==> config.mk <==
export PLATFORM = sky130hd
export DESIGN_NAME = msx_exec
export DESIGN_NICKNAME = d
export VERILOG_FILES = /design/src/rtl/msx_pkg.sv /design/src/rtl/msx_exec.sv /design/src/rtl/msx_alu.sv
export SDC_FILE = /design/constraint.sdc
export NUM_CORES = 1
export LEC_CHECK = 0
export ABC_AREA = 1
export BUFFER_PORTS_ARGS = -buffer_cell sky130_fd_sc_hd__buf_2
export CAP_MARGIN = 10
export CORE_MARGIN = 3
export CORE_UTILIZATION = 37
export DETAILED_ROUTE_END_ITERATION = 16
export PLACE_DENSITY = 0.59
export SYNTH_ARGS = -nofsm -noshare
export SYNTH_HDL_FRONTEND = slang
export SYNTH_SLANG_ARGS = --single-unit
==> constraint.sdc <==
create_clock -name pclk -period 5.6 [get_ports pclk]
set_input_delay 0.28 -clock pclk [delete_from_list [all_inputs] [get_ports pclk]]
set_output_delay 0.28 -clock pclk [all_outputs]
set_load 0.02 [all_outputs]
==> src/rtl/msx_pkg.sv <==
// package for the skip, arithmetic, table and xor execution slice
package msx_pkg;
  localparam int          DW          = 8;
  localparam int          RAM_AW      = 5;
  localparam int          ROM_AW      = 10;
  localparam int          ROM_DW      = 14;
  localparam int          TBH_W       = ROM_DW - DW;
  localparam int          RAM_DEPTH   = 32;
  localparam int          PAGE_LOW_W  = 8;
  localparam logic [7:0]  BYTE_ONES   = 8'hff;
  localparam logic [7:0]  BYTE_ONE    = 8'h01;
  localparam logic [7:0]  BYTE_ZERO   = 8'h00;
  localparam logic [1:0]  LAST_PAGE   = 2'h3;
  localparam int          ROM_WAIT_CY = 1;
  // apb register map
  localparam logic [11:0] A_CMD       = 12'h000;
  localparam logic [11:0] A_STATUS    = 12'h004;
  localparam logic [11:0] A_ACC       = 12'h008;
  localparam logic [11:0] A_FLAGS     = 12'h00c;
  localparam logic [11:0] A_TABLE_POINTER      = 12'h010;
  localparam logic [11:0] A_TABLE_HIGH_BYTE_REG      = 12'h014;
  localparam logic [11:0] A_PCHI      = 12'h018;
  localparam logic [11:0] A_RAMWIN    = 12'h400;
  // command register fields
  localparam int          F_OP_LSB    = 0;
  localparam int          F_ADDR_LSB  = 8;
  localparam int          F_BIT_LSB   = 13;
  localparam int          F_IMM_LSB   = 16;
  // flag register fields
  localparam int          F_C         = 0;
  localparam int          F_AC        = 1;
  localparam int          F_Z         = 2;
  localparam int          F_OV        = 3;

  typedef enum logic [4:0] {
    OP_NOP, OP_DEC_SKIP, OP_DEC_ACC_SKIP, OP_SET_BYTE, OP_SET_BIT,
    OP_INC_SKIP, OP_INC_ACC_SKIP, OP_SKIP_BIT_ONE, OP_SUB_M,
    OP_MINUS_INTO_MEM, OP_SUB_IMM, OP_SWAP, OP_NIBBLE_XCHG_ACC,
    OP_SKIP_NULL, OP_COPY_ACC_SKIP, OP_SKIP_BIT_ZERO, OP_TBL_CUR,
    OP_TBL_LAST, OP_XOR_M, OP_XOR_INTO_MEM, OP_XOR_IMM
  } msx_op_t;

  typedef struct packed {
    logic ov;
    logic z;
    logic ac;
    logic c;
  } msx_flags_t;

  typedef struct packed {
    logic        psel;
    logic        penable;
    logic        pwrite;
    logic [11:0] paddr;
    logic [31:0] pwdata;
  } msx_apb_req_t;

  typedef struct packed {
    logic        pready;
    logic        pslverr;
    logic [31:0] prdata;
  } msx_apb_rsp_t;
endpackage

==> src/rtl/msx_exec.sv <==
// execution slice top: apb command port, data ram, rom table port
//
// Added by the designer: the APB slave port and the register addresses.
`timescale 1ns/100ps
// Overview of operation
// - decrement-skip: memory minus one written back, skip when zero
// - any skip discards next fetch, instruction takes two cycles, as do table reads, else one
// - decrement-to-acc: memory minus one into acc, memory kept, skip on zero
// - byte set writes all ones to memory, flags kept
// - bit set forces chosen bit to one, others and flags kept
// - increment-skip: memory plus one written back, skip on wrapped zero
// - increment-to-acc: memory plus one into acc, skip when zero
// - skip when chosen memory bit is one, nothing changes
// - memory subtract acc plus inverted mem plus one, acc or memory form
// - immediate subtract acc plus inverted immediate plus one into acc
// - in-place swap exchanges memory nibbles, flags kept
// - swap-to-acc puts exchanged nibbles in acc, memory kept
// - skip when memory byte is zero, nothing changes
// - copy memory into acc, skip when byte is zero
// - skip when chosen memory bit is zero, nothing changes
// - current-page table read: rom low byte to memory, high to table high
// - last-page table read same but from last rom page
// - xor acc with memory into acc, only zero flag changes
// - xor into memory, only zero flag changes
// - xor immediate into acc, only zero flag changes
module msx_exec
  import msx_pkg::*;
(
  input  wire logic                  pclk,
  input  wire logic                  presetn,
  input  wire logic                  psel,
  input  wire logic                  penable,
  input  wire logic                  pwrite,
  input  wire logic [11:0]           paddr,
  input  wire logic [31:0]           pwdata,
  output logic      [31:0]           prdata,
  output logic                       pready,
  output logic                       pslverr,
  output logic      [ROM_AW-1:0]     rom_addr,
  input  wire logic [ROM_DW-1:0]     rom_data,
  output logic                       busy,
  output logic                       skip_dummy
);
  import msx_pkg::*;

  typedef enum logic [1:0] {ST_IDLE, ST_ROM, ST_DUMMY} msx_state_t;

  logic [7:0]             ram [RAM_DEPTH];
  logic [7:0]             acc;
  logic [7:0]             next_acc;
  msx_flags_t             flags;
  msx_flags_t             next_flags;
  logic [7:0]             tbl_ptr;
  logic [7:0]             next_tbl_ptr;
  logic [TBH_W-1:0]       tbl_high;
  logic [TBH_W-1:0]       next_tbl_high;
  logic [1:0]             pc_hi;
  logic [1:0]             next_pc_hi;
  msx_state_t             state;
  msx_state_t             next_state;
  logic [ROM_AW-1:0]      next_rom_addr;
  logic                   next_busy;
  logic                   next_skip_dummy;
  logic                   last_skip;
  logic                   next_last_skip;
  logic [31:0]            next_prdata;
  logic                   next_pready;
  logic                   next_pslverr;
  logic                   ram_we;
  logic [RAM_AW-1:0]      ram_wa;
  logic [7:0]             ram_wd;
  msx_op_t                cur_op;
  logic [RAM_AW-1:0]      cur_addr;
  logic [RAM_AW-1:0]      hold_addr;
  logic [RAM_AW-1:0]      next_hold_addr;
  logic [7:0]             alu_res;
  logic                   alu_skip;
  logic                   alu_to_acc;
  logic                   alu_to_mem;
  msx_flags_t             alu_flags;
  logic                   wr_acc;
  logic                   rd_acc;
  logic                   is_ram;

  assign wr_acc   = psel && penable && pwrite && !pready;
  assign rd_acc   = psel && penable && !pwrite && !pready;
  assign cur_op   = msx_op_t'(pwdata[F_OP_LSB +: 5]);
  assign cur_addr = pwdata[F_ADDR_LSB +: RAM_AW];
  assign is_ram   = (paddr[11:10] == A_RAMWIN[11:10]) &&
                    (paddr[9:2] < 8'(RAM_DEPTH));

  msx_alu u_alu
  (
    .op        (cur_op),
    .acc       (acc),
    .mem       (ram[cur_addr]),
    .imm       (pwdata[F_IMM_LSB +: 8]),
    .bsel      (pwdata[F_BIT_LSB +: 3]),
    .flags_in  (flags),
    .res       (alu_res),
    .skip      (alu_skip),
    .to_acc    (alu_to_acc),
    .to_mem    (alu_to_mem),
    .flags_out (alu_flags)
  );

  always_comb
  begin
    next_acc        = acc;
    next_flags      = flags;
    next_tbl_ptr    = tbl_ptr;
    next_tbl_high   = tbl_high;
    next_pc_hi      = pc_hi;
    next_state      = state;
    next_rom_addr   = rom_addr;
    next_busy       = busy;
    next_skip_dummy = 1'b0;
    next_last_skip  = last_skip;
    next_hold_addr  = hold_addr;
    next_prdata     = prdata;
    next_pready     = 1'b0;
    next_pslverr    = 1'b0;
    ram_we          = 1'b0;
    ram_wa          = cur_addr;
    ram_wd          = alu_res;
    case (state)
      ST_IDLE:
      begin
        if (wr_acc)
        begin
          next_pready = 1'b1;
          case (paddr)
            A_CMD:
            begin
              if (cur_op == OP_TBL_CUR || cur_op == OP_TBL_LAST)
              begin
                next_hold_addr = cur_addr;
                next_rom_addr  = (cur_op == OP_TBL_CUR)
                               ? {pc_hi, tbl_ptr}
                               : {LAST_PAGE, tbl_ptr};
                next_state     = ST_ROM;
                next_busy      = 1'b1;
                next_last_skip = 1'b0;
              end
              else
              begin
                if (alu_to_acc)
                  next_acc = alu_res;
                ram_we         = alu_to_mem;
                next_flags     = alu_flags;
                next_last_skip = alu_skip;
                if (alu_skip)
                begin
                  next_state = ST_DUMMY;
                  next_busy  = 1'b1;
                end
              end
            end
            A_ACC:   next_acc = pwdata[7:0];
            A_FLAGS: next_flags = msx_flags_t'(pwdata[3:0]);
            A_TABLE_POINTER:  next_tbl_ptr = pwdata[7:0];
            A_PCHI:  next_pc_hi = pwdata[1:0];
            default:
            begin
              if (is_ram)
              begin
                ram_we = 1'b1;
                ram_wa = paddr[2 +: RAM_AW];
                ram_wd = pwdata[7:0];
              end
              else
                next_pslverr = 1'b1;
            end
          endcase
        end
        else if (rd_acc)
        begin
          next_pready = 1'b1;
          next_prdata = 32'h0;
          case (paddr)
            A_CMD:    next_prdata = 32'h0;
            A_STATUS: next_prdata = {30'h0, last_skip, busy};
            A_ACC:    next_prdata = {24'h0, acc};
            A_FLAGS:  next_prdata = {28'h0, flags};
            A_TABLE_POINTER:   next_prdata = {24'h0, tbl_ptr};
            A_TABLE_HIGH_BYTE_REG:   next_prdata = {26'h0, tbl_high};
            A_PCHI:   next_prdata = {30'h0, pc_hi};
            default:
            begin
              if (is_ram)
                next_prdata = {24'h0, ram[paddr[2 +: RAM_AW]]};
              else
                next_pslverr = 1'b1;
            end
          endcase
        end
      end
      ST_ROM:
      begin
        ram_we        = 1'b1;
        ram_wa        = hold_addr;
        ram_wd        = rom_data[7:0];
        next_tbl_high = rom_data[ROM_DW-1:DW];
        next_state    = ST_IDLE;
        next_busy     = 1'b0;
      end
      ST_DUMMY:
      begin
        next_skip_dummy = 1'b1;
        next_state      = ST_IDLE;
        next_busy       = 1'b0;
      end
      default:
        next_state = ST_IDLE;
    endcase
  end

  always_ff @(posedge pclk or negedge presetn)
  begin
    if (!presetn)
    begin
      acc        <= BYTE_ZERO;
      flags      <= '0;
      tbl_ptr    <= BYTE_ZERO;
      tbl_high   <= '0;
      pc_hi      <= 2'h0;
      state      <= ST_IDLE;
      rom_addr   <= '0;
      busy       <= 1'b0;
      skip_dummy <= 1'b0;
      last_skip  <= 1'b0;
      hold_addr  <= '0;
      prdata     <= 32'h0;
      pready     <= 1'b0;
      pslverr    <= 1'b0;
    end
    else
    begin
      acc        <= next_acc;
      flags      <= next_flags;
      tbl_ptr    <= next_tbl_ptr;
      tbl_high   <= next_tbl_high;
      pc_hi      <= next_pc_hi;
      state      <= next_state;
      rom_addr   <= next_rom_addr;
      busy       <= next_busy;
      skip_dummy <= next_skip_dummy;
      last_skip  <= next_last_skip;
      hold_addr  <= next_hold_addr;
      prdata     <= next_prdata;
      pready     <= next_pready;
      pslverr    <= next_pslverr;
    end
  end

  // data ram has no reset, like the core's file
  always_ff @(posedge pclk)
  begin
    if (ram_we)
      ram[ram_wa] <= ram_wd;
  end
endmodule

==> src/rtl/msx_alu.sv <==
// combinational arithmetic and logic unit of the execution slice
`timescale 1ns/100ps
module msx_alu
  import msx_pkg::*;
(
  input  wire msx_op_t    op,
  input  wire logic [7:0] acc,
  input  wire logic [7:0] mem,
  input  wire logic [7:0] imm,
  input  wire logic [2:0] bsel,
  input  wire msx_flags_t flags_in,
  output logic [7:0]      res,
  output logic            skip,
  output logic            to_acc,
  output logic            to_mem,
  output msx_flags_t      flags_out
);
  logic [8:0] sum;
  logic [4:0] lo;
  logic [7:0] sub_b;
  logic [7:0] bmask;

  always_comb
  begin
    bmask     = BYTE_ONE << bsel;
    sub_b     = (op == OP_SUB_IMM) ? ~imm : ~mem;
    sum       = {1'b0, acc} + {1'b0, sub_b} + 9'h001;
    lo        = {1'b0, acc[3:0]} + {1'b0, sub_b[3:0]} + 5'h01;
    res       = acc;
    skip      = 1'b0;
    to_acc    = 1'b0;
    to_mem    = 1'b0;
    flags_out = flags_in;
    case (op)
      OP_DEC_SKIP, OP_DEC_ACC_SKIP:
      begin
        res    = mem - BYTE_ONE;
        skip   = (res == BYTE_ZERO);
        to_mem = (op == OP_DEC_SKIP);
        to_acc = (op == OP_DEC_ACC_SKIP);
      end
      OP_INC_SKIP, OP_INC_ACC_SKIP:
      begin
        res    = mem + BYTE_ONE;
        skip   = (res == BYTE_ZERO);
        to_mem = (op == OP_INC_SKIP);
        to_acc = (op == OP_INC_ACC_SKIP);
      end
      OP_SET_BYTE:
      begin
        res    = BYTE_ONES;
        to_mem = 1'b1;
      end
      OP_SET_BIT:
      begin
        res    = mem | bmask;
        to_mem = 1'b1;
      end
      OP_SKIP_BIT_ONE:
        skip = |(mem & bmask);
      OP_SKIP_BIT_ZERO:
        skip = ~|(mem & bmask);
      OP_SKIP_NULL:
        skip = (mem == BYTE_ZERO);
      OP_COPY_ACC_SKIP:
      begin
        res    = mem;
        to_acc = 1'b1;
        skip   = (mem == BYTE_ZERO);
      end
      OP_SUB_M, OP_MINUS_INTO_MEM, OP_SUB_IMM:
      begin
        res          = sum[7:0];
        to_mem       = (op == OP_MINUS_INTO_MEM);
        to_acc       = (op != OP_MINUS_INTO_MEM);
        flags_out.c  = sum[8];
        flags_out.ac = lo[4];
        flags_out.z  = (sum[7:0] == BYTE_ZERO);
        flags_out.ov = (acc[7] == sub_b[7]) &&
                       (sum[7] != acc[7]);
      end
      OP_SWAP, OP_NIBBLE_XCHG_ACC:
      begin
        res    = {mem[3:0], mem[7:4]};
        to_mem = (op == OP_SWAP);
        to_acc = (op == OP_NIBBLE_XCHG_ACC);
      end
      OP_XOR_M, OP_XOR_INTO_MEM, OP_XOR_IMM:
      begin
        res         = acc ^ ((op == OP_XOR_IMM) ? imm : mem);
        to_mem      = (op == OP_XOR_INTO_MEM);
        to_acc      = (op != OP_XOR_INTO_MEM);
        flags_out.z = (res == BYTE_ZERO);
      end
      default:
        res = acc;
    endcase
  end
endmodule

==> out/metrics.yaml <==
maxSlewViolCount: 0
placed_cell_area_mm2: 0.0187
nets: 2208
post-route-drc-count: 0
yosys_register_bits: 314
clock.fmax_mhz: 214
yosysWarningCount: 0
worst-endpoint-arrival_ps: 4930
peakVddDrop_v: 0.000210
post_synth_num_cell_types: 47
timing.max_slew.rel_slack_pct: 23.5
clk_pin_slew_worst_paths_ps: 60
worstHoldPathType: "in2reg"
hold_ws_ps: 52.2
design_area_mm2: 0.0199
htree_levels: 2
hold_viol_final: 0
setup_violations: 0
post-synth-top-count-cell: "sky130_fd_sc_hd__nand2_1"
timing.critical_path.max_delay_family: "simple AND/OR/NAND/NOR gates"
area_growth_syn_to_layout_pct: 14.4
ys.flop_type: "sky130_fd_sc_hd__edfxtp_1"
syn_avg_cell_area_um2: 8.58
antenna_found_initial: 1
groute.usage.overall_pct: 23.8
cap_viol_max_count: 0
detailed_place_hpwl_mm: 40.8
capturing_element_type_of_the_critical_path: "register"
global_route.usage.met1_pct: 32.1
drt_iter0_markers: 1888
power.static_leakage_nw: 7.99
final_antenna_net_count: 0
netlist_top_cells_area: "sky130_fd_sc_hd__edfxtp_1 44%, sky130_fd_sc_hd__nand2_1 14%, sky130_fd_sc_hd__dfrtp_1 8.3%, sky130_fd_sc_hd__nand3_1 7.9%, sky130_fd_sc_hd__a22oi_1 2.8%"
grt-busiest-layer: "met2"
timing.final.crit_period_ps: 4680
worst-endpoint-required_ps: 5850
viasPerCell: 5.70
synth.yosys.seq_area_share_pct: 52.5
gr-usage-met3_pct: 5.39
outcome: "finished clean"
unrepaired_setup_endpoints_after_global_routing: "no"
route.vias.total: 15707
crit_buf_inv: 4
clk_path_buf_depth: 3
fp.dieH_um: 223
netlist.area_leader.share_pct: 44.2
post_route_cells_drive_above_1_share_pct: 11.6
clkSinkCount: 314
clk-insertion-delay-late_ps: 550
critical_path_class: "in2reg"
power.density_cell_area_mw_per_mm2: 293
global_route.usage.met2_pct: 37.7
gpl.final_weighted_congestion: 0.951
async_reset_ff_share_pct: 18.5
crit_slowest_cell: "sky130_fd_sc_hd__inv_4"
tritoncts: "done"
place.port_buffers: 76
synth.cell_area_mm2: 0.0174
setup_tns_ps: 0
tightest_slew_ps: 1140
rows: 78
synth_top_cells_by_count: "653 x sky130_fd_sc_hd__nand2_1, 276 x sky130_fd_sc_hd__nand3_1, 256 x sky130_fd_sc_hd__edfxtp_1"
drtPass1Iterations: 6
grt_pass1_vias: 14988
core_area_mm2: 0.0460
grt_start_max_net_pins: 59
first_pass_grt_wire_length_mm: 91.0
worst_path_most_repeated_cell: "sky130_fd_sc_hd__nand2_1"
synth-edff-count: 256
dieArea_mm2: 0.0497
clk_root_buffer_cell: "sky130_fd_sc_hd__clkbuf_16"
totalWireLength_mm: 60.9
initial_utilization_pct: 37.9
total_gr_overflow: 0
top_level_ports: 109
numCtsBuffers: 36
route.detailed.wl_per_inst_um: 22.1
fp.dieW_um: 223
crit_path_max_fanout: 49
cell_taking_the_most_area_after_synthesis: "sky130_fd_sc_hd__edfxtp_1"
ratio_of_final_minimum_period_to_clock_period_pct: 83.5
cts-resized-gates: 0
netlist_instances: 2029
number_of_antenna_diodes: 0
fin_worst_skew_ps: 22.9
slowest_delay_ps: 480
worst_setup_path_start_kind: "primary input"
==> worst min-delay path: stages <==
cell and delay, ps:
sky130_fd_sc_hd__buf_2 90, sky130_fd_sc_hd__nand2_1 40, sky130_fd_sc_hd__nor2_1 30, sky130_fd_sc_hd__inv_1 60
sky130_fd_sc_hd__nor2_1 50
==> cell type report <==
cell class	count	area, um^2
Multi-Input combinational cell	1491	7270
Tap cell	600	751
Inverter	120	453
Fill cell	4450	26100
Clock buffer	52	1020
Timing Repair Buffer	165	1130
Clock inverter	13	149
Sequential cell	314	9140
==> registers in the layout (all words and copies together), names as in the netlist, 2 cells and up <==
name and cells:
ram 256, rom_addr 10, acc 8, prdata 8, tbl_ptr 8, tbl_high 6, hold_addr 5, flags 4
pc_hi 2, state 2
==> metal layers <==
layer | wire [um] | up-vias
li1 | - | 7229
met2 | 27800 | 806
met3 | 5770 | 125
met1 | 25200 | 7545
met4 | 2040 | 2
met5 | 15 | -
==> path summary, 6_finish.rpt <==
check | startpoint | to | slack (ps) | cells past startpoint
worst max-delay path | pwdata[8] | ram[26][5] | 920 | 26
worst min-delay path | penable | pready | 50 | 5
worst max register to register | ram[12][0] | ram[30][6] | 1340 | 25
worst min register to register | rom_addr[6] | rom_addr[6] | 470 | 2
max in group asynchronous | presetn | hold_addr[1] | 4680 | 3
min in group asynchronous | presetn | rom_addr[2] | 430 | 3
==> layout by cell type (no fill, tap or decap), types with 5 or more instances in the layout <==
cell | netlist | layout
sky130_fd_sc_hd__a221oi_1 | 19 | 19
sky130_fd_sc_hd__o21ai_1 | 17 | 17
sky130_fd_sc_hd__nor2_1 | 111 | 108
sky130_fd_sc_hd__a21oi_1 | 57 | 57
sky130_fd_sc_hd__clkbuf_1 | 50 | 12
sky130_fd_sc_hd__dlygate4sd3_1 | 0 | 7
sky130_fd_sc_hd__nor2_4 | 2 | 5
sky130_fd_sc_hd__nor4_1 | 6 | 6
sky130_fd_sc_hd__nand2_2 | 9 | 9
sky130_fd_sc_hd__buf_2 | 35 | 75
sky130_fd_sc_hd__o22ai_1 | 9 | 9
sky130_fd_sc_hd__o211ai_1 | 29 | 29
sky130_fd_sc_hd__nand4_1 | 31 | 31
sky130_fd_sc_hd__a31oi_1 | 9 | 9
sky130_fd_sc_hd__nand2_1 | 653 | 653
sky130_fd_sc_hd__o21ai_0 | 70 | 70
sky130_fd_sc_hd__xor2_1 | 13 | 13
sky130_fd_sc_hd__edfxtp_1 | 256 | 256
sky130_fd_sc_hd__clkinv_1 | 4 | 8
sky130_fd_sc_hd__nor2_2 | 8 | 8
sky130_fd_sc_hd__ha_1 | 16 | 16
sky130_fd_sc_hd__a22oi_1 | 66 | 66
sky130_fd_sc_hd__buf_12 | 0 | 5
sky130_fd_sc_hd__inv_2 | 12 | 12
sky130_fd_sc_hd__conb_1 | 1 | 24
sky130_fd_sc_hd__buf_4 | 35 | 78
sky130_fd_sc_hd__clkbuf_16 | 0 | 38
sky130_fd_sc_hd__nand3_1 | 276 | 276
sky130_fd_sc_hd__inv_1 | 104 | 103
sky130_fd_sc_hd__a22o_1 | 14 | 14
sky130_fd_sc_hd__dfrtp_1 | 58 | 58
sky130_fd_sc_hd__nor3_1 | 21 | 21
==> through the flow <==
step | util (%) | power, mW | setup slack (ps) | instances
global route | 43.3 | 6.05 | 679 | 2755
finish | 43.3 | 5.84 | 922 | 2755
floorplan | - | 3.18 | 1510 | 2052
detailed placement | 40.6 | 3.49 | 576 | 2683
global placement | 40.6 | 3.48 | 623 | 2683
CTS | 43.3 | 5.86 | 1120 | 2755
==> cells by family after synthesis <==
| group | after synthesis | share of synthesized area, % |
|---|---|---|
| compound gates | 308 | 11.4 |
| fa+ha+maj | 17 | 1.26 |
| simple gates | 1126 | 27.6 |
| xor+xnor | 16 | 0.805 |
| other cells | 1 | 0.0215 |
| buf+inv | 247 | 6.42 |
| flops | 314 | 52.5 |
==> where the power goes <==
part           total, mW  switching (mW)  internal (mW)
logic              0.848           0.622          0.226
clock network       2.37           0.962           1.41
registers           2.62         0.00645           2.61
==> timing repair <==
item,in CTS,in global routing
endpoints found under the hold margin,64,0
hold buffers,7,0
setup buffers,0,0
(Power assumes the default switching activity.)
